[src/rtl/touch_probe_detector_cfg.svh]
`ifndef TOUCH_PROBE_DETECTOR_CFG_SVH
`define TOUCH_PROBE_DETECTOR_CFG_SVH

// clock and timebase
`define CLK_HZ          32'h02FA_F080
`define TICK_HZ         32'h0000_03E8

// intervals in milliseconds
`define SETTLE_MS       16'h01F4
`define CONTACT_WIN_MS  16'h03E8
`define FREE_WIN_MS     16'h03E8
`define ARM_TIMEOUT_MS  16'hEA60
`define LOWBAT_MS       16'h2710
`define NOCONTACT_MS    16'h2710
`define CRASH_MS        16'h2710
`define SLOW_HALF_MS    16'h01F4

// flash patterns and touch sample count
`define POOR_HALVES     4'hA
`define FLICKER_BIT     6
`define TOUCH_COUNT     2'h2

// sample levels, unsigned 10-bit codes
`define CODE_FULL       10'h3FF
`define CODE_ZERO       10'h000
`define OPEN_LEVEL      10'h3F0
`define POOR_MAX        10'h0C8
`define MIN_SEP         10'h004

`endif

[src/rtl/touch_probe_pkg.sv]
package touch_probe_pkg;

  typedef logic [9:0] code_t;

  typedef enum logic [3:0] {
    ST_SETTLE,
    ST_LEARN_C,
    ST_LEARN_F,
    ST_ARMED,
    ST_CRASH,
    ST_LOWBAT,
    ST_NOCONTACT,
    ST_POOR,
    ST_OFF
  } state_t;

endpackage : touch_probe_pkg

[src/rtl/tick_gen.sv]
`timescale 1ns/100ps
`default_nettype none
`include "touch_probe_detector_cfg.svh"

module tick_gen #(
  parameter int TICK_CYCLES = `CLK_HZ / `TICK_HZ
) (
  // clock and reset
  input  wire logic clk_sys,
  input  wire logic rst_b,
  // one-cycle strobe per tick
  output logic      tick
);

  logic [15:0] cnt_r;
  logic [15:0] cnt_nxt;
  logic        wrap;

  assign wrap = (cnt_r == 16'(TICK_CYCLES - 1));
  assign tick = wrap;

  always_comb begin
    cnt_nxt = wrap ? 16'h0000 : cnt_r + 16'h0001;
  end

  always_ff @(posedge clk_sys or negedge rst_b) begin
    if (!rst_b) begin
      cnt_r <= 16'h0000;
    end else begin
      cnt_r <= cnt_nxt;
    end
  end

endmodule : tick_gen
`default_nettype wire

[src/rtl/touch_probe_detector.sv]
`timescale 1ns/100ps
`default_nettype none
`include "touch_probe_detector_cfg.svh"

// Operation
// - wait half a second after power-up before taking any sample
// - bridge on: track minimum, store as contact reference, then green off
// - bridge off: track maximum, store as free reference, compute threshold
// - threshold computed: green steady to show armed
// - armed, two consecutive samples below threshold: red and touch output on
// - sample above threshold again: red and touch output off
// - power down one minute after first touch unless stay-awake input held
// - no touch one minute after arming: alternate colours, touch out, power down
// - low battery at power-up: slow red/green alternation ten seconds, then off
// - poor contact on bridge reading: five slow red flashes, then off
// - free reading too close to contact reference: flicker green
// - no valid contact in first second: flicker green, off after ten seconds
// - probe-present output asserted while powered
// - samples are unsigned 10-bit codes; compared with fixed levels and with the learned references
module touch_probe_detector
  import touch_probe_pkg::*;
#(
  parameter int          TICK_CYCLES    = `CLK_HZ / `TICK_HZ,
  parameter logic [15:0] SETTLE_MS      = `SETTLE_MS,
  parameter logic [15:0] CONTACT_WIN_MS = `CONTACT_WIN_MS,
  parameter logic [15:0] FREE_WIN_MS    = `FREE_WIN_MS,
  parameter logic [15:0] ARM_TIMEOUT_MS = `ARM_TIMEOUT_MS,
  parameter logic [15:0] LOWBAT_MS      = `LOWBAT_MS,
  parameter logic [15:0] NOCONTACT_MS   = `NOCONTACT_MS,
  parameter logic [15:0] CRASH_MS       = `CRASH_MS,
  parameter logic [15:0] SLOW_HALF_MS   = `SLOW_HALF_MS
) (
  // clock and reset
  input  wire logic                  clk_sys,
  input  wire logic                  rst_b,
  // converter
  output logic                       sample_req,
  input  wire touch_probe_pkg::code_t sample_code,
  input  wire logic                  sample_valid,
  // pins
  input  wire logic                  batt_low,
  input  wire logic                  stay_awake,
  // indicator and controller
  output logic                       led_red,
  output logic                       led_green,
  output logic                       touch_out,
  output logic                       probe_present,
  output logic                       power_hold
);

  import touch_probe_pkg::*;

  function automatic code_t mid_code(input code_t a, input code_t b);
    logic [10:0] s;
    s = {1'b0, a} + {1'b0, b};
    return s[10:1];
  endfunction : mid_code

  logic ms_tick;

  tick_gen #(
    .TICK_CYCLES (TICK_CYCLES)
  ) u_tick (
    .clk_sys (clk_sys),
    .rst_b   (rst_b),
    .tick    (ms_tick)
  );

  // pin synchronisers
  logic batt_meta_r;
  logic batt_s_r;
  logic stay_meta_r;
  logic stay_s_r;

  always_ff @(posedge clk_sys or negedge rst_b) begin
    if (!rst_b) begin
      batt_meta_r <= 1'b0;
      batt_s_r    <= 1'b0;
      stay_meta_r <= 1'b0;
      stay_s_r    <= 1'b0;
    end else begin
      batt_meta_r <= batt_low;
      batt_s_r    <= batt_meta_r;
      stay_meta_r <= stay_awake;
      stay_s_r    <= stay_meta_r;
    end
  end

  // sequencer state
  state_t      state_r, state_nxt;
  logic [15:0] tm_r, tm_nxt;
  logic [15:0] bl_r, bl_nxt;
  logic        ph_r, ph_nxt;
  logic [3:0]  hc_r, hc_nxt;
  code_t       min_r, min_nxt;
  code_t       max_r, max_nxt;
  code_t       cref_r, cref_nxt;
  code_t       fref_r, fref_nxt;
  code_t       thr_r, thr_nxt;
  logic        seen_r, seen_nxt;
  logic        retry_r, retry_nxt;
  logic [1:0]  below_r, below_nxt;
  logic        first_r, first_nxt;
  logic        touch_r, touch_nxt;
  logic        red_r, red_nxt;
  logic        green_r, green_nxt;
  logic        flick;

  // sampling starts once the settle interval has run out and stops when off
  assign sample_req    = ms_tick && (state_r != ST_SETTLE) && (state_r != ST_OFF);
  assign led_red       = red_r;
  assign led_green     = green_r;
  assign touch_out     = touch_r;
  assign probe_present = (state_r != ST_OFF);
  assign power_hold    = (state_r != ST_OFF);
  assign flick         = bl_r[`FLICKER_BIT];

  always_comb begin
    state_nxt = state_r;
    tm_nxt    = ms_tick ? tm_r + 16'h0001 : tm_r;
    bl_nxt    = bl_r;
    ph_nxt    = ph_r;
    hc_nxt    = hc_r;
    min_nxt   = min_r;
    max_nxt   = max_r;
    cref_nxt  = cref_r;
    fref_nxt  = fref_r;
    thr_nxt   = thr_r;
    seen_nxt  = seen_r;
    retry_nxt = retry_r;
    below_nxt = below_r;
    first_nxt = first_r;
    touch_nxt = touch_r;
    red_nxt   = 1'b0;
    green_nxt = 1'b0;
    // slow blink phase and half count
    if (ms_tick) begin
      if (bl_r >= SLOW_HALF_MS - 16'h0001) begin
        bl_nxt = 16'h0000;
        ph_nxt = !ph_r;
        hc_nxt = hc_r + 4'h1;
      end else begin
        bl_nxt = bl_r + 16'h0001;
      end
    end
    case (state_r)
      ST_SETTLE: begin
        if (tm_r >= SETTLE_MS) begin
          state_nxt = batt_s_r ? ST_LOWBAT : ST_LEARN_C;
          min_nxt   = `CODE_FULL;
          seen_nxt  = 1'b0;
        end
      end
      ST_LEARN_C: begin
        green_nxt = seen_r;
        if (sample_valid) begin
          if (sample_code < min_r) begin
            min_nxt = sample_code;
          end
          if (sample_code < `OPEN_LEVEL) begin
            seen_nxt = 1'b1;
          end
        end
        if (tm_r >= CONTACT_WIN_MS) begin
          if (!seen_r) begin
            state_nxt = ST_NOCONTACT;
          end else if (min_r > `POOR_MAX) begin
            state_nxt = ST_POOR;
          end else begin
            cref_nxt  = min_r;
            max_nxt   = `CODE_ZERO;
            retry_nxt = 1'b0;
            state_nxt = ST_LEARN_F;
          end
        end
      end
      ST_LEARN_F: begin
        green_nxt = retry_r && flick;
        if (sample_valid && sample_code > max_r) begin
          max_nxt = sample_code;
        end
        if (tm_r >= FREE_WIN_MS) begin
          if (max_r < cref_r || (max_r - cref_r) < `MIN_SEP) begin
            retry_nxt = 1'b1;
            max_nxt   = `CODE_ZERO;
            tm_nxt    = 16'h0000;
          end else begin
            fref_nxt  = max_r;
            thr_nxt   = mid_code(cref_r, max_r);
            below_nxt = 2'h0;
            first_nxt = 1'b0;
            touch_nxt = 1'b0;
            state_nxt = ST_ARMED;
          end
        end
      end
      ST_ARMED: begin
        red_nxt   = touch_r;
        green_nxt = !touch_r;
        if (sample_valid) begin
          if (sample_code < thr_r) begin
            if (below_r >= `TOUCH_COUNT - 2'h1) begin
              touch_nxt = 1'b1;
              if (!first_r) begin
                first_nxt = 1'b1;
                tm_nxt    = 16'h0000;
              end
            end else begin
              below_nxt = below_r + 2'h1;
            end
          end else if (sample_code > thr_r) begin
            below_nxt = 2'h0;
            touch_nxt = 1'b0;
          end
        end
        if (tm_r >= ARM_TIMEOUT_MS) begin
          if (!first_r) begin
            state_nxt = ST_CRASH;
            touch_nxt = 1'b1;
          end else if (!stay_s_r) begin
            state_nxt = ST_OFF;
          end else begin
            tm_nxt = tm_r;
          end
        end
      end
      ST_CRASH: begin
        touch_nxt = 1'b1;
        red_nxt   = ph_r;
        green_nxt = !ph_r;
        if (tm_r >= CRASH_MS) begin
          state_nxt = ST_OFF;
        end
      end
      ST_LOWBAT: begin
        red_nxt   = ph_r;
        green_nxt = !ph_r;
        if (tm_r >= LOWBAT_MS) begin
          state_nxt = ST_OFF;
        end
      end
      ST_NOCONTACT: begin
        green_nxt = flick;
        if (tm_r >= NOCONTACT_MS) begin
          state_nxt = ST_OFF;
        end
      end
      ST_POOR: begin
        // no extra flash on the exit cycle
        red_nxt = !ph_r && (hc_r < `POOR_HALVES);
        if (hc_r >= `POOR_HALVES) begin
          state_nxt = ST_OFF;
        end
      end
      ST_OFF: begin
        touch_nxt = 1'b0;
      end
      default: begin
        state_nxt = ST_OFF;
      end
    endcase
    // timers and blink restart with each new state
    if (state_nxt != state_r) begin
      tm_nxt = 16'h0000;
      bl_nxt = 16'h0000;
      ph_nxt = 1'b0;
      hc_nxt = 4'h0;
    end
  end

  always_ff @(posedge clk_sys or negedge rst_b) begin
    if (!rst_b) begin
      state_r <= ST_SETTLE;
      tm_r    <= 16'h0000;
      bl_r    <= 16'h0000;
      ph_r    <= 1'b0;
      hc_r    <= 4'h0;
      min_r   <= `CODE_FULL;
      max_r   <= `CODE_ZERO;
      cref_r  <= `CODE_ZERO;
      fref_r  <= `CODE_ZERO;
      thr_r   <= `CODE_ZERO;
      seen_r  <= 1'b0;
      retry_r <= 1'b0;
      below_r <= 2'h0;
      first_r <= 1'b0;
      touch_r <= 1'b0;
      red_r   <= 1'b0;
      green_r <= 1'b0;
    end else begin
      state_r <= state_nxt;
      tm_r    <= tm_nxt;
      bl_r    <= bl_nxt;
      ph_r    <= ph_nxt;
      hc_r    <= hc_nxt;
      min_r   <= min_nxt;
      max_r   <= max_nxt;
      cref_r  <= cref_nxt;
      fref_r  <= fref_nxt;
      thr_r   <= thr_nxt;
      seen_r  <= seen_nxt;
      retry_r <= retry_nxt;
      below_r <= below_nxt;
      first_r <= first_nxt;
      touch_r <= touch_nxt;
      red_r   <= red_nxt;
      green_r <= green_nxt;
    end
  end
endmodule : touch_probe_detector
`default_nettype wire

[config.mk]
export PLATFORM = sky130hd
export DESIGN_NAME = touch_probe_detector
export DESIGN_NICKNAME = d
export VERILOG_FILES = /design/src/rtl/touch_probe_pkg.sv /design/src/rtl/tick_gen.sv /design/src/rtl/touch_probe_detector.sv
export VERILOG_INCLUDE_DIRS = /design/src /design/src/rtl
export SDC_FILE = /design/constraint.sdc
export NUM_CORES = 1
export LEC_CHECK = 0
export BUFFER_PORTS_ARGS = -buffer_cell sky130_fd_sc_hd__buf_2
export CAP_MARGIN = 30
export CORE_MARGIN = 2
export CORE_UTILIZATION = 39
export DETAILED_ROUTE_END_ITERATION = 12
export GPL_TIMING_DRIVEN = 0
export PLACE_DENSITY = 0.58
export SYNTH_ARGS = -nofsm -noshare
export SYNTH_HDL_FRONTEND = slang
export SYNTH_HIERARCHICAL = 1
export SYNTH_SLANG_ARGS = --single-unit
[constraint.sdc]
create_clock -name clk_sys -period 5.3 [get_ports clk_sys]
set_input_delay 0 -clock clk_sys [delete_from_list [all_inputs] [get_ports clk_sys]]
set_output_delay 0 -clock clk_sys [all_outputs]
set_load 0.005 [all_outputs]
==> qor.txt <==
Clk pwr share: 44.2%
Port Buffers: 20
setup_tns: 0 ps
Post-CTS Setup Bufs: 0
gr ovfl total: 0
DR top layer: met4
worst slack at placement: 1675 ps
synth unique cells: 73
dominant synthesized flop cell: dfrtp_1
final WL: 14960 um
most common cell after layout, fill and taps aside: nor2_1
# clock sinks: 109
clk_skew: 12.07 ps
vias in the first global route: 5159
worst rel slew slack: 37.17%
Power Density: 213.3 nW/um2
initial antenna violation count: 0
H-tree depth: 3
die width: 135.5 um
Clock Path Buffers: 2
Tcrit/Tclk final: 68.56%
class of the most critical setup path: flip-flop to flip-flop
Max IR drop VDD: 0.1561 mV
max-slew violation count: 0
first-pass iteration count of the detailed router: 5
length of routed met3 wiring: 416 um
fraction of layout cells with a size suffix above 1: 9.137%
CP Capture Type: flip-flop
wire per inst: 14.77 um
dpl cells: 984
Post-DRT Antenna Nets: 0
post-route total power: 1.621 mW
Worst setup SP type: flip-flop
Static Leak: 3.537 nW
P_int: 1.269 mW
GPL Wtd Cong: 0.8974
CTS tree: yes
Final nets: 853
Max Clk Rate: 0.2752 GHz
Post-Syn Area: 6739 um2
Starting Density: 39.37%
die height: 135.5 um
Switching Share: 21.72%
row count: 48
status: completed
global-route wire length before repair: 24980 um
async set-reset flop share out of synthesis: 100.0%
EDFF count, synth: 0
share of power burned in combinational logic: 4.4%
GRT Total Usage: 17.19%
Psw: 0.3520 mW
DIE AREA: 18350 um2
Reg power frac: 51.4%
most frequent cells in the layout: 100 x nor2_1, 99 x dfrtp_1, 63 x nand2_1
DRC viols: 0
CP arrival: 3930 ps
CTS buffer count: 9
post-route setup slack: 1666 ps
Yosys reg bits: 109
Worst-Margin Slew: 929.8 ps
Hold Vio Cnt, Final: 0
DR vias: 5335
Iteration-0 DRC Markers: 412
later-pin clock latency in the skew report: 360 ps
core region area: 17120 um2
RSZ-0062 raised after global routing: false
post-synthesis sequential area ratio: 40.66%
met1 WL: 7353 um
Root Driver: clkbuf_16
yosys warns: 6
maxcap violations: 0
critical path required time: 5600 ps
fin cells: 1013
post-synthesis area per instance: 9.144 um2
largest net degree at the start of global routing: 57
crit-path max FO: 10
top-level I/O count: 21
Post-Synthesis Cells: 737
minimum clock period: 3634 ps
DR WL met2: 6918 um
Detail Placement HPWL: 11250 um
HP Class: input pin to flip-flop
clock edge transition at the registers on the reported setup and hold paths: 70 ps
Area growth, synth to finish: 12.76%
Setup-failing EPs final: 0
syn nets: 807
vias per inst: 5.267
ant diodes: 0
## layer usage
| layer | vias to the layer above | GRT usage, % |
|---|---|---|
| li1 | 2658 | - |
| met1 | 2558 | 23.72 |
| met2 | 95 | 28.03 |
| met3 | 24 | 2.207 |
| met4 | 0 | 5.787 |
| met5 | - | 0 |
## cells in the mapped netlist (3+ instances only)
library cell | count | share of area, %
nor4b_1 | 4 | 0.52
a211o_1 | 3 | 0.39
clkbuf_1 | 17 | 0.95
dfstp_2 | 10 | 3.9
xor2_1 | 22 | 2.9
o21ai_0 | 24 | 1.8
o211ai_1 | 3 | 0.33
a41oi_1 | 3 | 0.39
a31oi_1 | 8 | 0.74
a21oi_1 | 43 | 3.2
buf_6 | 4 | 0.67
and3_1 | 5 | 0.46
and4_1 | 6 | 0.78
o21bai_1 | 5 | 0.56
nor3_1 | 14 | 1.0
dfrtp_1 | 99 | 37
o21a_1 | 7 | 0.78
o22a_1 | 11 | 1.4
nor2_1 | 100 | 5.6
a21o_1 | 11 | 1.2
mux2i_1 | 12 | 1.8
or3_1 | 3 | 0.28
a211oi_1 | 3 | 0.33
inv_1 | 62 | 3.5
ha_1 | 54 | 10
nand4_1 | 12 | 1.1
nand2_1 | 63 | 3.5
nand2b_1 | 6 | 0.56
xnor2_1 | 22 | 2.9
o22ai_1 | 4 | 0.37
and2_1 | 9 | 0.84
or4_1 | 3 | 0.33
nor2b_1 | 3 | 0.28
nand3_1 | 28 | 2.1
## registers in the layout, summed over array words and instances, names as in the netlist, 2 cells and up
register	count
thr_r	10
below_r	2
min_r	10
cref_r	10
u_tick/cnt_r	16
max_r	10
tm_r	16
state_r	4
bl_r	16
hc_r	4
## worst paths after layout
path,start,end,slack [ps],cells past startpoint
setup / recovery,max_r[2]$_DFFE_PN0P_,bl_r[9]$_DFFE_PN0P_,1670,12
hold / removal,sample_valid,seen_r$_DFFE_PN0P_,20,3
setup reg to reg,max_r[2]$_DFFE_PN0P_,bl_r[9]$_DFFE_PN0P_,1670,12
hold reg to reg,batt_meta_r$_DFF_PN0_,batt_s_r$_DFF_PN0_,360,0
max in group asynchronous,rst_b,min_r[9]$_DFFE_PN1P_,4270,3
min in group asynchronous,rst_b,u_tick/cnt_r[2]$_DFF_PN0_,250,2
## through the flow
| step | utilization, % | hold WS [ps] | area, um2 |
|---|---|---|---|
| 4_1_cts | 44.39 | 7.886 | 7599 |
| 6_report | 44.39 | 16.89 | 7599 |
| 2_1_floorplan | - | -295.6 | 6739 |
| 5_1_grt | 44.39 | 49.14 | 7599 |
| 3_3_place_gp | 41.60 | 107.7 | 7121 |
| 3_5_place_dp | 41.81 | 109.7 | 7156 |
## timing repair
action	CTS	global route
hold buffers	13	0
resized for setup	0	0
hold endpoints to repair	71	0
## critical path: stages (launching register included)
cell and delay (ps):
dfrtp_1 430, ha_1 380, and2_1 180, a211o_1 320
a21oi_1 290, nand2_1 130, o41a_1 320, a2111o_1 480
nand3_2 160, buf_4 210, nand2_1 210, nor2_1 290
and2_1 170
## kinds of logic after synthesis
| logic type | count (synthesis) | share of synthesized area (%) |
|---|---|---|
| compound gates | 149 | 15.13 |
| mux | 15 | 2.339 |
| fa+ha+maj | 55 | 10.32 |
| buf+inv | 88 | 5.496 |
| flops | 109 | 40.66 |
| simple gates | 277 | 20.33 |
| xor+xnor | 44 | 5.718 |
## power by group through the flow
stage | clock, mW | combinational [mW] | sequential [mW]
final | 0.716 | 0.0711 | 0.834
after floorplan | 0 | 0.0251 | 0.850
after global placement | 0 | 0.0598 | 0.850
after detailed placement | 0 | 0.0650 | 0.850
after CTS | 0.736 | 0.0726 | 0.834
after global routing | 0.774 | 0.0819 | 0.834
## area by class of cell
| cell class | count | area, um2 |
|---|---|---|
| fill | 1656 | 9518 |
| multi-input combinational | 540 | 3628 |
| sequential | 109 | 2740 |
| tap | 225 | 281.5 |
| clock buffer | 14 | 274.0 |
| timing repair buffer | 35 | 265.3 |
| inverter | 63 | 236.5 |
| buffer | 25 | 133.9 |
| clock inverter | 2 | 38.79 |
Note: power is estimated with default switching activity, not from simulation.
